===== config.mk =====
export PLATFORM = sky130hd
export DESIGN_NAME = adc_byte_output_sequencer_flat
export DESIGN_NICKNAME = d
export VERILOG_FILES = /design/src/hdl/seq_pkg.sv /design/src/hdl/seq_if.sv /design/src/hdl/adc_byte_output_sequencer.sv /design/src/flat_wrapper.sv
export SDC_FILE = /design/constraint.sdc
export NUM_CORES = 1
export LEC_CHECK = 0
export BUFFER_PORTS_ARGS = -buffer_cell sky130_fd_sc_hd__buf_4
export CAP_MARGIN = 5
export CORE_MARGIN = 3
export CORE_UTILIZATION = 46
export DETAILED_ROUTE_END_ITERATION = 16
export GPL_TIMING_DRIVEN = 1
export PLACE_DENSITY_LB_ADDON = 0.1
export SYNTH_ARGS = -nofsm -noshare
export SYNTH_HDL_FRONTEND = slang
export SYNTH_SLANG_ARGS = --single-unit

===== constraint.sdc =====
create_clock -name CORE_CLK_I -period 4.2 [get_ports CORE_CLK_I]
set_input_delay 0.21 -clock CORE_CLK_I [delete_from_list [all_inputs] [get_ports CORE_CLK_I]]
set_output_delay 0.21 -clock CORE_CLK_I [all_outputs]
set_load 0.02 [all_outputs]

===== src/hdl/seq_pkg.sv =====
// Shared constants and types for the byte output sequencer and its capture end.
package seq_pkg;
  // Core clock period in picoseconds.
  localparam int CLK_PERIOD_PS = 8000;
  // Conversion time in nanoseconds, as printed (1.5 us).
  localparam int CONV_TIME_NS = 1500;
  // Longest time, rounded down to whole cycles.
  localparam int CONV_CYCLES = (CONV_TIME_NS * 1000) / CLK_PERIOD_PS;
  // Internal conversion clock divider: one enable pulse every N core cycles.
  localparam int CONV_DIV = 4;
  // Width of a strobe phase, in conversion clock ticks.
  localparam int STROBE_TICKS = 2;
  // Result width and byte width.
  localparam int RESULT_W = 16;
  localparam int BYTE_W = 8;
  // Bit position inside a result byte that separates over and under range.
  localparam int RANGE_BIT = 7;
  // Reset values.
  localparam logic [15:0] RESULT_RST = 16'h0000;
  localparam logic [7:0] BYTE_RST = 8'h00;
  // Device sequencer states, Gray coded from idle to the second phase; the return to idle flips two bits.
  typedef enum logic [2:0] {
    ST_IDLE = 3'b000,
    ST_CONV = 3'b001,
    ST_LOAD = 3'b011,
    ST_FIRST = 3'b010,
    ST_SECOND = 3'b110
  } seq_state_t;
endpackage : seq_pkg


===== src/hdl/seq_if.sv =====
// Interface joining the converter sequencer and the external capture logic.
`timescale 1ns/1ps
interface seq_if;
  import seq_pkg::*;
  logic convert;
  logic hold;
  logic byte_sel;
  logic strobe;
  logic range_flag;
  logic [BYTE_W-1:0] data;
  modport dev (
    input convert,
    input byte_sel,
    output hold,
    output strobe,
    output range_flag,
    output data
  );
  modport cap (
    output convert,
    output byte_sel,
    input hold,
    input strobe,
    input range_flag,
    input data
  );
endinterface : seq_if


===== src/hdl/adc_byte_output_sequencer.sv =====
// Converter end: conversion sequencing and byte-serial result delivery.
`timescale 1ns/1ps
// How it works
// - Rising convert edge starts a conversion.
// - Hold output rises on the trigger edge.
// - Hold falls after the conversion time.
// - Conversion clock runs until bytes delivered.
// - Result sent as two bytes, order selectable.
// - First byte at strobe rise, second at fall.
// - High byte is top eight result bits.
// - Poller waits for strobe fall, selects byte.
// - Poller avoids byte select near trigger.
// - Poll completes before next strobes begin.
// - Range flag valid only with high byte.
// - Range flag is one when clipped.
// - Capture first byte on rise, word on fall.
// - Optional relatch for simultaneous update.
// - Latch range flag with high byte.
// - Split under and over range by bit.
// - Latched flag feeds interrupt or indicator.
// - Triggers before strobe fall are ignored.
// - Saturate sum, keep lower sixteen bits.
module adc_byte_output_sequencer
  import seq_pkg::*;
(
  input wire logic CORE_CLK_I,
  input wire logic RST_N_I,
  seq_if.dev LINK,
  input wire logic [RESULT_W+1:0] SUM_I,
  output logic BUSY_O
);
  seq_state_t state_reg, state_next;
  logic [2:0] conv_sync_reg;
  logic conv_prev_reg;
  logic [2:0] sel_sync_reg;
  logic sel_reg;
  logic [$clog2(CONV_CYCLES+1)-1:0] conv_cnt_reg;
  logic [$clog2(CONV_DIV)-1:0] div_reg;
  logic [3:0] tick_cnt_reg;
  logic [RESULT_W-1:0] result_reg;
  logic clip_reg;
  logic high_first_reg;
  logic hold_reg;
  logic strobe_reg;
  logic flag_reg;
  logic [BYTE_W-1:0] data_reg;
  logic busy_reg;

  // Input pin stability: a change counts once stages two and three agree.
  wire conv_level = (conv_sync_reg[2] == conv_sync_reg[1]) ?
                    conv_sync_reg[2] : conv_prev_reg;
  wire sel_level = (sel_sync_reg[2] == sel_sync_reg[1]) ?
                   sel_sync_reg[2] : sel_reg;
  wire trig_edge = conv_level & ~conv_prev_reg;
  // Triggers outside idle fall on the floor, capping the rate at one conversion per busy window.
  wire trig_take = trig_edge && (state_reg == ST_IDLE);
  // Internal conversion clock as an enable; only counts while busy.
  wire conv_tick = (div_reg == '0) && (state_reg != ST_IDLE);
  wire conv_done = (conv_cnt_reg == '0);
  wire phase_done = conv_tick &&
                    (tick_cnt_reg == 4'(STROBE_TICKS - 1));
  // The second byte replaces the first at mid phase, so that each strobe
  // edge finds its own byte settled on the lines for half a phase before it;
  // the second byte stays only one cycle past the fall, then idle reloads the first.
  wire swap_byte = (state_reg == ST_FIRST) && conv_tick &&
                   (tick_cnt_reg == '0);

  // Saturating range check on the wide internal sum.
  wire sum_neg = SUM_I[RESULT_W+1];
  wire sum_over = ~sum_neg & SUM_I[RESULT_W];
  wire [RESULT_W-1:0] sat_result = sum_neg ? {RESULT_W{1'b0}} :
                                   sum_over ? {RESULT_W{1'b1}} :
                                   SUM_I[RESULT_W-1:0];
  wire sat_clip = sum_neg | sum_over;

  // Byte selection from the result.
  wire [BYTE_W-1:0] high_byte = result_reg[RESULT_W-1:BYTE_W];
  wire [BYTE_W-1:0] low_byte = result_reg[BYTE_W-1:0];
  // While idle the byte select picks the byte directly for polling.
  wire first_is_high = (state_reg == ST_IDLE) ? sel_reg : high_first_reg;
  wire [BYTE_W-1:0] first_byte = first_is_high ? high_byte : low_byte;
  wire [BYTE_W-1:0] second_byte = first_is_high ? low_byte : high_byte;

  // Next state logic.
  always_comb
  begin
    state_next = state_reg;
    case (state_reg)
      ST_IDLE: if (trig_take) state_next = ST_CONV;
      ST_CONV: if (conv_done) state_next = ST_LOAD;
      ST_LOAD: if (phase_done) state_next = ST_FIRST;
      ST_FIRST: if (phase_done) state_next = ST_SECOND;
      ST_SECOND: state_next = ST_IDLE;
      default: state_next = ST_IDLE;
    endcase
  end

  // Synchronisers for the two pins that come from the far end.
  // Three stages cost four cycles of trigger latency, so the far end must
  // keep its byte select still for that long before it triggers.
  always_ff @(posedge CORE_CLK_I or negedge RST_N_I)
  begin
    if (!RST_N_I)
    begin
      conv_sync_reg <= '0;
      sel_sync_reg <= '0;
      conv_prev_reg <= 1'b0;
      sel_reg <= 1'b0;
    end
    else
    begin
      conv_sync_reg <= {conv_sync_reg[1:0], LINK.convert};
      sel_sync_reg <= {sel_sync_reg[1:0], LINK.byte_sel};
      conv_prev_reg <= conv_level;
      sel_reg <= sel_level;
    end
  end

  // Sequencer state, counters and divider.
  always_ff @(posedge CORE_CLK_I or negedge RST_N_I)
  begin
    if (!RST_N_I)
    begin
      state_reg <= ST_IDLE;
      conv_cnt_reg <= '0;
      div_reg <= '0;
      tick_cnt_reg <= '0;
    end
    else
    begin
      state_reg <= state_next;
      div_reg <= (state_reg == ST_IDLE) ? '0 : div_reg + 1'b1;
      if (trig_take)
        conv_cnt_reg <= ($clog2(CONV_CYCLES+1))'(CONV_CYCLES - 1);
      else if (!conv_done)
        conv_cnt_reg <= conv_cnt_reg - 1'b1;
      if (state_reg != state_next)
        tick_cnt_reg <= '0;
      else if (conv_tick)
        tick_cnt_reg <= tick_cnt_reg + 4'h1;
    end
  end

  // Byte order latch at the start of conversion, result capture at its end.
  // The sum is taken once, at the end of conversion, so it may move freely
  // while the bytes of the previous result are still being read.
  always_ff @(posedge CORE_CLK_I or negedge RST_N_I)
  begin
    if (!RST_N_I)
    begin
      result_reg <= RESULT_RST;
      clip_reg <= 1'b0;
      high_first_reg <= 1'b1;
    end
    else
    begin
      if (trig_take)
        high_first_reg <= sel_reg;
      if (state_reg == ST_CONV && conv_done)
      begin
        result_reg <= sat_result;
        clip_reg <= sat_clip;
      end
    end
  end

  // Link outputs, all registered so each edge is clean at the pins.
  always_ff @(posedge CORE_CLK_I or negedge RST_N_I)
  begin
    if (!RST_N_I)
    begin
      hold_reg <= 1'b0;
      strobe_reg <= 1'b0;
      flag_reg <= 1'b0;
      data_reg <= BYTE_RST;
      busy_reg <= 1'b0;
    end
    else
    begin
      // Hold follows the accepted edge at once, drops at the end.
      if (trig_take)
        hold_reg <= 1'b1;
      else if (state_reg == ST_CONV && conv_done)
        hold_reg <= 1'b0;
      // Busy covers the whole window in which a new trigger is ignored.
      busy_reg <= (state_next != ST_IDLE);
      // Strobe rises entering the first phase, falls entering the second.
      strobe_reg <= (state_next == ST_FIRST);
      // The first byte stands from the load phase to mid strobe, the
      // second from mid strobe until the strobe has fallen.
      if (state_next == ST_LOAD || state_next == ST_IDLE)
        data_reg <= first_byte;
      else if (swap_byte)
        data_reg <= second_byte;
      // The flag shows only while the high byte is on the lines.
      if (state_next == ST_LOAD || state_next == ST_IDLE)
        flag_reg <= first_is_high & clip_reg;
      else if (swap_byte)
        flag_reg <= ~first_is_high & clip_reg;
    end
  end

  assign LINK.hold = hold_reg;
  assign LINK.strobe = strobe_reg;
  assign LINK.range_flag = flag_reg;
  assign LINK.data = data_reg;
  assign BUSY_O = busy_reg;
endmodule : adc_byte_output_sequencer


===== src/flat_wrapper.sv =====
// flat-port wrapper written by rule: the top's interface ports become plain ports
module adc_byte_output_sequencer_flat import seq_pkg::*;
  (CORE_CLK_I, RST_N_I, SUM_I, BUSY_O, LINK_convert, LINK_byte_sel, LINK_hold, LINK_strobe, LINK_range_flag, LINK_data);
  seq_if LINK_i ();
  input wire logic CORE_CLK_I;
  input wire logic RST_N_I;
  input wire logic [RESULT_W+1:0] SUM_I;
  output logic BUSY_O;
  input wire logic [$bits(LINK_i.convert)-1:0] LINK_convert;
  input wire logic [$bits(LINK_i.byte_sel)-1:0] LINK_byte_sel;
  output wire logic [$bits(LINK_i.hold)-1:0] LINK_hold;
  output wire logic [$bits(LINK_i.strobe)-1:0] LINK_strobe;
  output wire logic [$bits(LINK_i.range_flag)-1:0] LINK_range_flag;
  output wire logic [$bits(LINK_i.data)-1:0] LINK_data;
  assign LINK_i.convert = LINK_convert;
  assign LINK_i.byte_sel = LINK_byte_sel;
  assign LINK_hold = LINK_i.hold;
  assign LINK_strobe = LINK_i.strobe;
  assign LINK_range_flag = LINK_i.range_flag;
  assign LINK_data = LINK_i.data;
  adc_byte_output_sequencer u_core (.CORE_CLK_I(CORE_CLK_I), .RST_N_I(RST_N_I), .LINK(LINK_i), .SUM_I(SUM_I), .BUSY_O(BUSY_O));
endmodule

Yosys cells after proc, flatten, opt, wreduce, memory -nomap -nowiden
Index checks and enable logic that the tools add are counted.
Word-level totals
  flip-flop bits (word level): 55
  bits of input ports: 22
  output and inout bits: 12
  logic and storage cells: 76
Operators by class
  $add $sub $neg: 3
  equality and inequality tests: 10
  mux-type cells: 22
  bitwise operators: 8
  reduce and logical (&&, ||, !) cells: 17
Operators with widths (number)
  8-bit two-way mux: 6
  16-bit two-way mux: 2
  3-bit by 2-bit == test with 1-bit output (second input constant): 4
  3-bit two-way mux: 4
  3-bit case mux with 4 select lines: 1
  8-bit logical NOT: 1
  4-bit two-way mux: 2
  8-bit by 1-bit subtractor with 8-bit output (second input constant): 1
  1-bit logical AND: 6
  3-bit logical NOT: 2
  1-bit two-way mux: 6
  2-bit nonzero test: 3
  3-bit nonzero test: 2
  4-bit by 1-bit adder with 4-bit output (second input constant): 1
  1-bit AND: 4
  4-bit by 1-bit == test with 1-bit output (second input constant): 1
  4-bit logical NOT: 1
  3-bit by 1-bit == test with 1-bit output (second input constant): 1
  3-bit inequality test: 1
  1-bit inverter: 3
  2-bit by 1-bit adder with 2-bit output (second input constant): 1
  1-bit == test: 2
  2-bit logical NOT: 1
  2-bit two-way mux: 1
  3 further kinds: 3

Longest topological paths before layout
Gate-level depths: netlist (run 1).
  depth after elaboration: 9
  depth in mapped cells: 8
  depth with buffers taken out: 6

Least setup slack after synthesis (run 1)
Ideal clock, no wire load.
  path type: reg-to-reg
  start: register u_core.div_reg[0]
  end: register u_core.data_reg[5] (netlist: u_core.LINK.data[5])
  library setup time: 120 ps
  arrival: 1793 ps
  required time: 4080 ps
  slack: 2287 ps
  cell stages (with the launch flop): 7
  buffers on the path: 0
  clock period less this slack: 1913 ps
  cells stage by stage: dfrtp_1 -> inv_1 -> ha_1 -> nand4bb_1 -> a221o_1 -> or4_1 -> and3_1
Between the ends
  cells in the longest elaborated chain, start to end: 8
  elaborated cells on any way between the ends: 13
  classes of those cells: eq/ne: 1; mux: 4; reduce/logical: 8
Ends and longest elaborated chain
  from (decl): line adc_byte_output_sequencer.sv:38  | logic [$clog2(CONV_DIV)-1:0] div_reg;
  from (signal assigned): line adc_byte_output_sequencer.sv:132  | div_reg <= (state_reg == ST_IDLE) ? '0 : div_reg + 1'b1;
  2-bit logical NOT *: line adc_byte_output_sequencer.sv:58  | wire conv_tick = (div_reg == '0) && (state_reg != ST_IDLE);
  1-bit logical AND *: line adc_byte_output_sequencer.sv:58
  1-bit logical AND: line adc_byte_output_sequencer.sv:60  | wire phase_done = conv_tick &&
  3-bit two-way mux (on tied branches): line adc_byte_output_sequencer.sv:92, adc_byte_output_sequencer.sv:91
  3-bit case mux with 4 select lines: line adc_byte_output_sequencer.sv:88  | case (state_reg)
  3-bit by 2-bit == test with 1-bit output or 3-bit logical NOT (tied branches): line adc_byte_output_sequencer.sv:191  | if (state_next == ST_LOAD || state_next == ST_IDLE)
  1-bit logical OR: line adc_byte_output_sequencer.sv:191
  8-bit two-way mux or 2-bit nonzero test (tied branches)
  to (signal assigned): line adc_byte_output_sequencer.sv:192  | data_reg <= first_byte;
  to (signal assigned): line adc_byte_output_sequencer.sv:194  | data_reg <= second_byte;
  to (decl): line adc_byte_output_sequencer.sv:46  | logic [BYTE_W-1:0] data_reg;
Every way passes the cells marked *; elsewhere a longest branch is shown, timed or not.
A chain may end at the register's enable or synchronous reset.

Worst setup path after layout (run 1)
Same ends and word-level chain as after synthesis.

==> run_results.csv, run 1 <==
group,metric,value,unit
power,clkPwrFrac,17.2,%
drt,drt_pass1_iterations,4,
worst_hold_path,hold_class,"primary input to register",
job,cap_violations,0,
yosys,synth_top_flop_cell,"dfrtp_1",
placement,dp_hpwl,3.97,mm
cells_and_area,drive_gt1_share,15.9,%
global_routing,grt_use_met3,2.82,%
clock_tree,cts_buffer_depth,2,
timing,min_period_over_period,58.4,%
die,die_area,0.00721,sq mm
clock_tree,numCtsBuffers,5,
yosys,synth_edf_count,0,
yosys,syn-num-nets,320,
yosys,syn_area,0.00286,sq mm
global_routing,grt_pass1_vias,1962,
cells_and_area,diodes,0,
timing,timing.final.ws_setup,1.75,ns
power,p_int,1.27,mW
clock_tree,post_cts_buffers,0,
die,pin_count,34,
drt,viasPerCell,5.67,
timing,tightest_slew,1.25,ns
timing,finalClockSkew,0.00401,ns
global_routing,use_met1,27.7,%
yosys,synthTopCellsByArea,"dfrtp_1 (47%), o31ai_1 (4.7%), nand2_1 (4.1%), nor3_1 (4.0%), a21oi_1 (3.8%)",
global_routing,grt_antenna_before_repair,0,
timing,finalSetupTns,0,ns
yosys,synth_cells,293,
timing,hold_viol,0,
yosys,yosysTopAreaCell,"dfrtp_1",
timing,relSlewSlack,16.3,%
power,power_per_cell_area,643,mW/mm^2
clock_tree,cts_tree,"yes",
yosys,synth_top_area_share,47.2,%
clock_tree,ctsHoldBuffers,1,
cells_and_area,final_cell_mix,"dfrtp_1 (54), buf_4 (33), nand2_1 (31)",
clock_tree,clk_pin_slew_worst_paths,0.09,ns
global_routing,grt_max_degree,56,
clock_tree,ctsHtreeMaxLevel,2,
timing,max_freq,408,MHz
power,power_frac_comb,37.2,%
die,core-area,0.00599,sq mm
power,seqPwrFrac,45.6,%
cells_and_area,final_common_cell,"dfrtp_1",
global_routing,busiest_layer,"met1",
timing,finalCriticalPeriod,2.45,ns
drt,routed_wl,5.81,mm
timing,grt_setup_unrepaired,"no",
yosys,ys_async_sr_fraction,100,%
die,fp-row-count,28,
drt,wl_per_cell,14.9,um
power,leakagePower,1.30,nW
yosys,yosys_register_bits,55,
cells_and_area,syn_to_final_growth,12.9,%
placement,numPortBuffers,33,
power,peakVddDrop,0.265,mV
die,die_x,84.9,um
global_routing,grt-ovfl-total,0,
yosys,synth_seq_area_share,48.1,%
clock_tree,cts_root_buf,"clkbuf_8",
cells_and_area,post-route-util,54.0,%
status,status,"complete, no violations",
global_routing,grt.total_usage,16.9,%
die,initial_core_util,47.8,%
yosys,synth_cell_type_count,48,
global_routing,grt_first_pass_wirelength,9.99,mm
clock_tree,cts_resized,0,
yosys,avgSynthCellArea,9.77,sq um
drt,routed-via-count,2211,
clock_tree,clock-sinks,55,
setup_path,cp.arrival,2.70,ns
timing,setup_viol,0,
power,net-switching-power,804,uW
setup_path,start_kind,"register",
drt,drc,0,
global_routing,grtUsageMet2,22.6,%
die,die_h,84.9,um
clock_tree,insertion_delay,0.30,ns
cells_and_area,nets,341,
setup_path,crit_required,4.44,ns
drt,drt_iter0_markers,193,
cells_and_area,largest_register_ff_count,16,
setup_path,worstSetupPathType,"register to register",
timing,slew_viol_final,0,
power,power_switching_share,38.7,%
yosys,yosys_warnings,0,
placement,dpl_worst_slack,1.78,ns
setup_path,crit_fanout,17,
drt,ant_nets,0,
setup_path,endpoint_kind,"register",
placement,place_congestion,0.799,
-- through the flow --
step	power (mW)	instances	hold WS [ns]	area (sq um)
2_1_floorplan	1.49	293	-0.0856	2860
3_3_place_gp	1.71	380	0.305	3100
3_5_place_dp	1.73	380	0.302	3100
4_1_cts	2.09	389	0.000355	3220
5_1_grt	2.24	390	0.000773	3230
6_report	2.08	390	0.00888	3230
-- cells in the mapped netlist (2+ instances only) --
| master | n |
|---|---|
| a21oi_1 | 22 |
| buf_6 | 3 |
| o21ai_0 | 3 |
| buf_2 | 4 |
| nand3_1 | 4 |
| buf_4 | 2 |
| xnor2_1 | 7 |
| xor2_1 | 2 |
| or4_1 | 9 |
| a2111oi_0 | 8 |
| nand2b_1 | 2 |
| clkbuf_1 | 8 |
| buf_1 | 3 |
| dfrtp_1 | 54 |
| o31ai_1 | 18 |
| nand2_1 | 31 |
| and3_1 | 8 |
| nand4bb_1 | 2 |
| ha_1 | 5 |
| a2111oi_4 | 2 |
| inv_1 | 8 |
| and2_1 | 2 |
| o22ai_1 | 8 |
| nor2_1 | 29 |
| maj3_1 | 2 |
| or3_1 | 2 |
| nand4b_1 | 2 |
| nor3_1 | 23 |
-- critical path, cell delays in order, from the launching register on --
cell       delay [ns]
dfrtp_1          0.39
inv_1            0.06
ha_1             0.24
nand4bb_1        0.67
nor2_1           0.69
or4_1            0.19
and3_1           0.15
-- worst paths after layout --
check                                        from  cells after the start  slack, ns                       to
max                             u_core.div_reg[0]                      6       1.75      u_core.LINK.data[5]
min                                  LINK_convert                      1      0.009  u_core.conv_sync_reg[0]
max reg2reg                     u_core.div_reg[0]                      6       1.75      u_core.LINK.data[5]
min reg2reg                u_core.sel_sync_reg[0]                      0       0.36   u_core.sel_sync_reg[1]
max in group asynchronous                 RST_N_I                      2       3.25   u_core.sel_sync_reg[2]
min in group asynchronous                 RST_N_I                      2       0.47   u_core.LINK.range_flag
-- routing by layer --
| layer | wire, um | vias to the layer above |
|---|---|---|
| met5 | 0 | - |
| met4 | 44 | 0 |
| met3 | 276 | 4 |
| met2 | 2470 | 59 |
| met1 | 3010 | 1032 |
| li1 | - | 1116 |
-- power groups by stage --
stage	registers [mW]	logic, mW	clock network, mW
after global routing	0.981	0.868	0.389
after global placement	0.949	0.760	0
after detailed placement	0.955	0.772	0
after CTS	0.945	0.776	0.369
final	0.947	0.772	0.358
after floorplan	0.947	0.547	0
-- final cells by class --
cell class	instances	area, sq um
inverters	8	30.0
well taps	75	93.8
flip-flops and latches	55	1380
multi-input cells	209	1350
clock inverters	2	35.0
fillers	555	2760
clock buffers	6	82.6
repair buffers	35	268
-- kinds of logic (layout without fill, tap and decap cells) --
group           Yosys count  after routing  synth area share [%]
simple gates            125            125                  23.9
compound gates           68             68                  17.3
flops                    55             55                  48.1
buf+inv                  29             51                  5.07
xor+xnor                  9              9                  2.75
fa+ha+maj                 7              7                  2.88
(Power assumes the default switching activity.)
==> inputs of run 2 (changes only) <==
Clock period 4.2 ns to 2.3 ns, I/O delays scaled along.
==> run 2 against run 1 <==
Cell area rose by 3.8%. Final cell count rose by 3.6%. Power rose by 90%. Routed wire length rose by 8.4%. First-iteration DRC count rose by 50%. Clock-buffer cell count fell by 1. Non-clock buffer count rose by 13. Core utilization rose by 2.0 points. Clock power rose by 84%. Sequential share of layout area fell by 1.6 points. Critical path type unchanged. Highest routed layer unchanged.
==> run_results.csv, run 2 (synthesis results as in run 1) <==
group,metric,value,unit
clock_tree,cts_tree,"yes",
power,net-switching-power,1.56,mW
drt,routed_wl,6.30,mm
cells_and_area,largest_register_ff_count,16,
timing,holdWs,0.0756,ns
global_routing,grt-ovfl-total,0,
setup_path,worstSetupPathType,"register to register",
global_routing,grt_first_pass_wirelength,10.6,mm
cells_and_area,n_fill_cell,558,
clock_tree,cts_root_buf,"clkbuf_8",
drt,ant_nets,0,
clock_tree,insertion_delay,0.31,ns
global_routing,grt_pass1_vias,2137,
setup_path,crit_fanout,18,
placement,numPortBuffers,33,
setup_path,rrSetupSlack,0.19,ns
clock_tree,clk_pin_slew_worst_paths,0.10,ns
setup_path,cpPeakStageDelay,0.59,ns
die,die_h,84.9,um
placement,dp_cells,391,
job,cap_violations,0,
setup_path,reg2regPathDepth,4,
worst_hold_path,holdPathStages,3,
drt,drt_iter0_markers,290,
power,power_per_cell_area,1180,mW/mm^2
power,power_frac_comb,40.0,%
global_routing,grt_max_degree,56,
die,die_area,0.00721,sq mm
timing,finalClockSkew,0.00465,ns
placement,dp_hpwl,4.12,mm
setup_path,endpoint_kind,"register",
global_routing,grt_antenna_before_repair,0,
timing,tightest_slew,0.698,ns
setup_path,start_kind,"register",
power,p_int,2.40,mW
clock_tree,ctsHtreeMaxLevel,2,
timing,finalSetupTns,0,ns
die,fp-row-count,28,
die,initial_core_util,47.8,%
power,peakVddDrop,0.657,mV
cells_and_area,final_common_cell,"dfrtp_1",
die,core-area,0.00599,sq mm
power,power_switching_share,39.4,%
timing,finalCriticalPeriod,2.11,ns
timing,hold_viol,0,
timing,slew_viol_final,0,
placement,place_congestion,0.788,
setup_path,worstPathCellList,"or3b_1 -> nor2_1 -> or4_1 -> and3_1",
timing,min_period_over_period,91.9,%
timing,grt_setup_unrepaired,"no",
cells_and_area,diodes,0,
setup_path,crit_slowest_cell,"or3b_1",
status,status,"complete, no violations",
power,seqPwrFrac,43.4,%
cells_and_area,nets,355,
drt,wl_per_cell,15.6,um
drt,drc,0,
timing,relSlewSlack,53.4,%
drt,routed-via-count,2320,
die,die_x,84.9,um
power,leakagePower,1.36,nW
global_routing,grt.total_usage,17.9,%
timing,setup_viol,0,
die,pin_count,34,
clock_tree,cts_buffer_depth,2,
cells_and_area,drive_gt1_share,19.5,%
clock_tree,clock-sinks,55,
power,clkPwrFrac,16.6,%
drt,viasPerCell,5.74,
cells_and_area,final_cells,404,
clock_tree,numCtsBuffers,5,
cells_and_area,post-route-util,56.0,%
drt,drt_pass1_iterations,4,
cells_and_area,final_cell_mix,"dfrtp_1 (54), buf_4 (45), nand2_1 (31)",
timing,max_freq,473,MHz
worst_hold_path,hold_class,"primary input to register",
setup_path,cp.arrival,2.32,ns
setup_path,crit_required,2.51,ns
cells_and_area,syn_to_final_growth,17.2,%
-- run 2: cell types whose count changed in the layout (fill, tap and decap cells not counted) --
cell / before / now
clkbuf_8: 6 / 5
nand4bb_4: 0 / 1
a221o_2: 0 / 1
nand4bb_1: 2 / 1
buf_4: 33 / 45
dlygate4sd3_1: 2 / 3
clkinv_4: 0 / 1
-- run 2: per-stage QoR --
step | setup WS, ns | power (mW) | instance area (sq um)
after floorplan | 0.387 | 2.73 | 2860
after global placement | 0.219 | 3.19 | 3180
after detailed placement | 0.134 | 3.23 | 3180
after CTS | 0.0819 | 3.91 | 3320
after global routing | 0.0331 | 4.25 | 3360
final | 0.185 | 3.96 | 3360
-- run 2: final timing paths --
path	from	end
hold / removal	SUM_I[5]	u_core.result_reg[5]
setup reg to reg	u_core.state_reg[0]	u_core.LINK.data[2]
hold reg to reg	u_core.sel_sync_reg[0]	u_core.sel_sync_reg[1]
max in group asynchronous	RST_N_I	u_core.conv_cnt_reg[3]
min in group asynchronous	RST_N_I	u_core.LINK.strobe
setup / recovery	u_core.state_reg[0]	u_core.LINK.data[2]
-- run 2: worst max-delay path, delay by kind of cell, from the launching register on --
| kind | cells | cell delay (ns) |
|---|---|---|
| AND/OR/NAND/NOR | 4 | 1.50 |
| flip-flops | 1 | 0.51 |
-- run 2: per-layer routing --
metal | up-vias | wire (um) | track usage, %
met4 | 0 | 76 | 6.04
met2 | 68 | 2680 | 25.1
li1 | 1148 | - | -
met1 | 1097 | 3200 | 27.7
met5 | - | 0 | 0
met3 | 7 | 333 | 3.30
-- run 2: timing repair --
item	4_1_cts	5_1_grt
setup endpoints to repair	0	8
gates resized for setup	0	2
hold buffers	3	0
endpoints found under the hold margin	56	0
setup buffers	0	1
-- run 2: layout make-up --
type | instances | area, sq um | share of cell area (%)
inverters | 8 | 30.0 | 0.895
well taps | 75 | 93.8 | 2.80
repair buffers | 48 | 368 | 11.0
flip-flops and latches | 55 | 1380 | 41.1
multi-input cells | 210 | 1370 | 40.9
clock inverters | 3 | 43.8 | 1.30
clock buffers | 5 | 68.8 | 2.05
-- run 2: power groups by stage --
stage | logic [mW] | registers [mW] | clock network (mW)
2_1_floorplan | 0.999 | 1.73 | 0
3_3_place_gp | 1.47 | 1.72 | 0
3_5_place_dp | 1.51 | 1.73 | 0
4_1_cts | 1.52 | 1.71 | 0.680
5_1_grt | 1.77 | 1.77 | 0.710
6_report | 1.58 | 1.72 | 0.659
==> inputs of run 3 (changes only) <==
Settings changed: BUFFER_PORTS_ARGS -buffer_cell sky130_fd_sc_hd__buf_4 to unset, DONT_BUFFER_PORTS set to 1.
==> run 3 against run 2 <==
The run now ends with hold timing left. Critical endpoint is now u_core.LINK.data[4]. Clock power shrank 19%. Core utilization decreased by 1.0 points. Critical path depth is 2 higher. Sequential power increased by 8%. Largest cell class unchanged. Routed wire length decreased by 0.22%.
==> run_results.csv, run 3 (synthesis results as in run 1) <==
group,metric,value,unit
status,status,"finished, violations left",
status,failed_checks,"hold timing",
timing,hold_viol,1,
cells_and_area,post-route-util,55.0,%
drt,wl_per_cell,16.0,um
drt,drc,0,
setup_path,crit_buf_inv,1,
placement,numPortBuffers,0,
power,leakagePower,1.30,nW
cells_and_area,largest_register_ff_count,16,
drt,drt_iter0_markers,201,
cells_and_area,final_cells,392,
setup_path,endpoint_kind,"register",
cells_and_area,final_cell_mix,"dfrtp_1 (54), nand2_1 (31), nor2_1 (29)",
global_routing,grt_first_pass_wirelength,10.7,mm
cells_and_area,final_common_cell,"dfrtp_1",
setup_path,worstPathCellList,"inv_1 -> ha_1 -> nand4bb_1 -> a221o_2 -> or4_1 -> and3_1",
setup_path,start_kind,"register",
global_routing,grt-ovfl-total,0,
clock_tree,clock-sinks,55,
placement,place_congestion,0.803,
timing,finalCriticalPeriod,2.13,ns
setup_path,reg2reg_from,"u_core.tick_cnt_reg[1]",
cells_and_area,diodes,0,
drt,drt_pass1_iterations,4,
setup_path,cpPeakStageDelay,0.52,ns
clock_tree,cts_root_buf,"clkbuf_8",
timing,finalSetupTns,0,ns
drt,routed_wl,6.28,mm
setup_path,crit_family,"simple AND/OR/NAND/NOR gates",
timing,min_period_over_period,92.5,%
cells_and_area,drive_gt1_share,9.78,%
placement,dpl_worst_slack,0.154,ns
die,pin_count,34,
clock_tree,cts_buffer_depth,2,
drt,ant_nets,0,
global_routing,grt_pass1_vias,2044,
setup_path,crit_start,"u_core.tick_cnt_reg[1]",
placement,dpl-instance-area,0.00294,sq mm
timing,tightest_slew,0.668,ns
timing,relSlewSlack,55.5,%
placement,dp_cells,359,
job,cap_violations,0,
placement,dp_hpwl,4.11,mm
clock_tree,cts_tree,"yes",
die,core-area,0.00599,sq mm
setup_path,crit_required,2.50,ns
die,fp-row-count,28,
die,die_h,84.9,um
cells_and_area,syn_to_final_growth,15.1,%
timing,grt_setup_unrepaired,"no",
timing,holdWs,-0.00531,ns
timing,timing.final.ws_setup,0.173,ns
worst_hold_path,holdCritStartpoint,"SUM_I[12]",
die,initial_core_util,47.8,%
setup_path,crit_fanout,14,
setup_path,worstSetupPathType,"register to register",
timing,slew_viol_final,0,
drt,routed-via-count,2249,
cells_and_area,n_fill_cell,554,
clock_tree,insertion_delay,0.30,ns
cells_and_area,nets,343,
power,peakVddDrop,0.505,mV
power,fin_total_pwr,3.64,mW
timing,finalClockSkew,0.00679,ns
worst_hold_path,hold_class,"primary input to register",
clock_tree,ctsHtreeMaxLevel,2,
timing,setup_viol,0,
cells_and_area,stdcell_area,0.00330,sq mm
clock_tree,numCtsBuffers,5,
global_routing,grt_max_degree,56,
power,power_per_cell_area,1110,mW/mm^2
global_routing,grt_antenna_before_repair,0,
setup_path,crit_slowest_cell,"a221o_2",
timing,max_freq,470,MHz
drt,viasPerCell,5.74,
die,die_x,84.9,um
die,die_area,0.00721,sq mm
clock_tree,clk_pin_slew_worst_paths,0.10,ns
global_routing,grt.total_usage,18.2,%
setup_path,cp.arrival,2.32,ns
run 3: per-layer routing:
layer | vias up | routed length (um) | part of all wire, % | GRT usage, %
met5 | - | 0 | 0 | 0
met4 | 0 | 17 | 0.27 | 3.02
met3 | 2 | 334 | 5.3 | 3.59
met2 | 62 | 2730 | 43 | 24.7
met1 | 1071 | 3200 | 51 | 30.0
li1 | 1114 | - | - | -
run 3: path summary, 6_finish.rpt:
check | to | slack, ns | depth (start not counted)
setup / recovery | u_core.LINK.data[4] | 0.17 | 6
hold / removal | u_core.result_reg[12] | -0.005 | 2
setup reg to reg | u_core.LINK.data[4] | 0.17 | 6
hold reg to reg | u_core.conv_sync_reg[1] | 0.36 | 0
max in group asynchronous | u_core.high_first_reg | 1.66 | 2
min in group asynchronous | u_core.result_reg[14] | 0.35 | 2
run 3: repair_timing:
action / 4_1_cts / 5_1_grt
hold buffers: 24 / 1
hold endpoints to repair: 74 / 1
resized for setup: 0 / 1
setup buffers: 0 / 0
setup endpoints to repair: 0 / 7
run 3: cell type report:
cell class                 count  area, sq um  area share [%]
timing repair buffer          37          358            10.9
sequential                    55         1380            41.8
tap                           75         93.8            2.85
multi-input combinational    209         1350            40.9
inverter                       8         30.0           0.911
clock inverter                 3         20.0           0.607
clock buffer                   5         68.8            2.09
run 3: power breakdown:
part	total, mW	switching (mW)	internal (mW)
sequential	1.85	0.504	1.35
combinational	1.26	0.670	0.592
clock	0.531	0.318	0.213
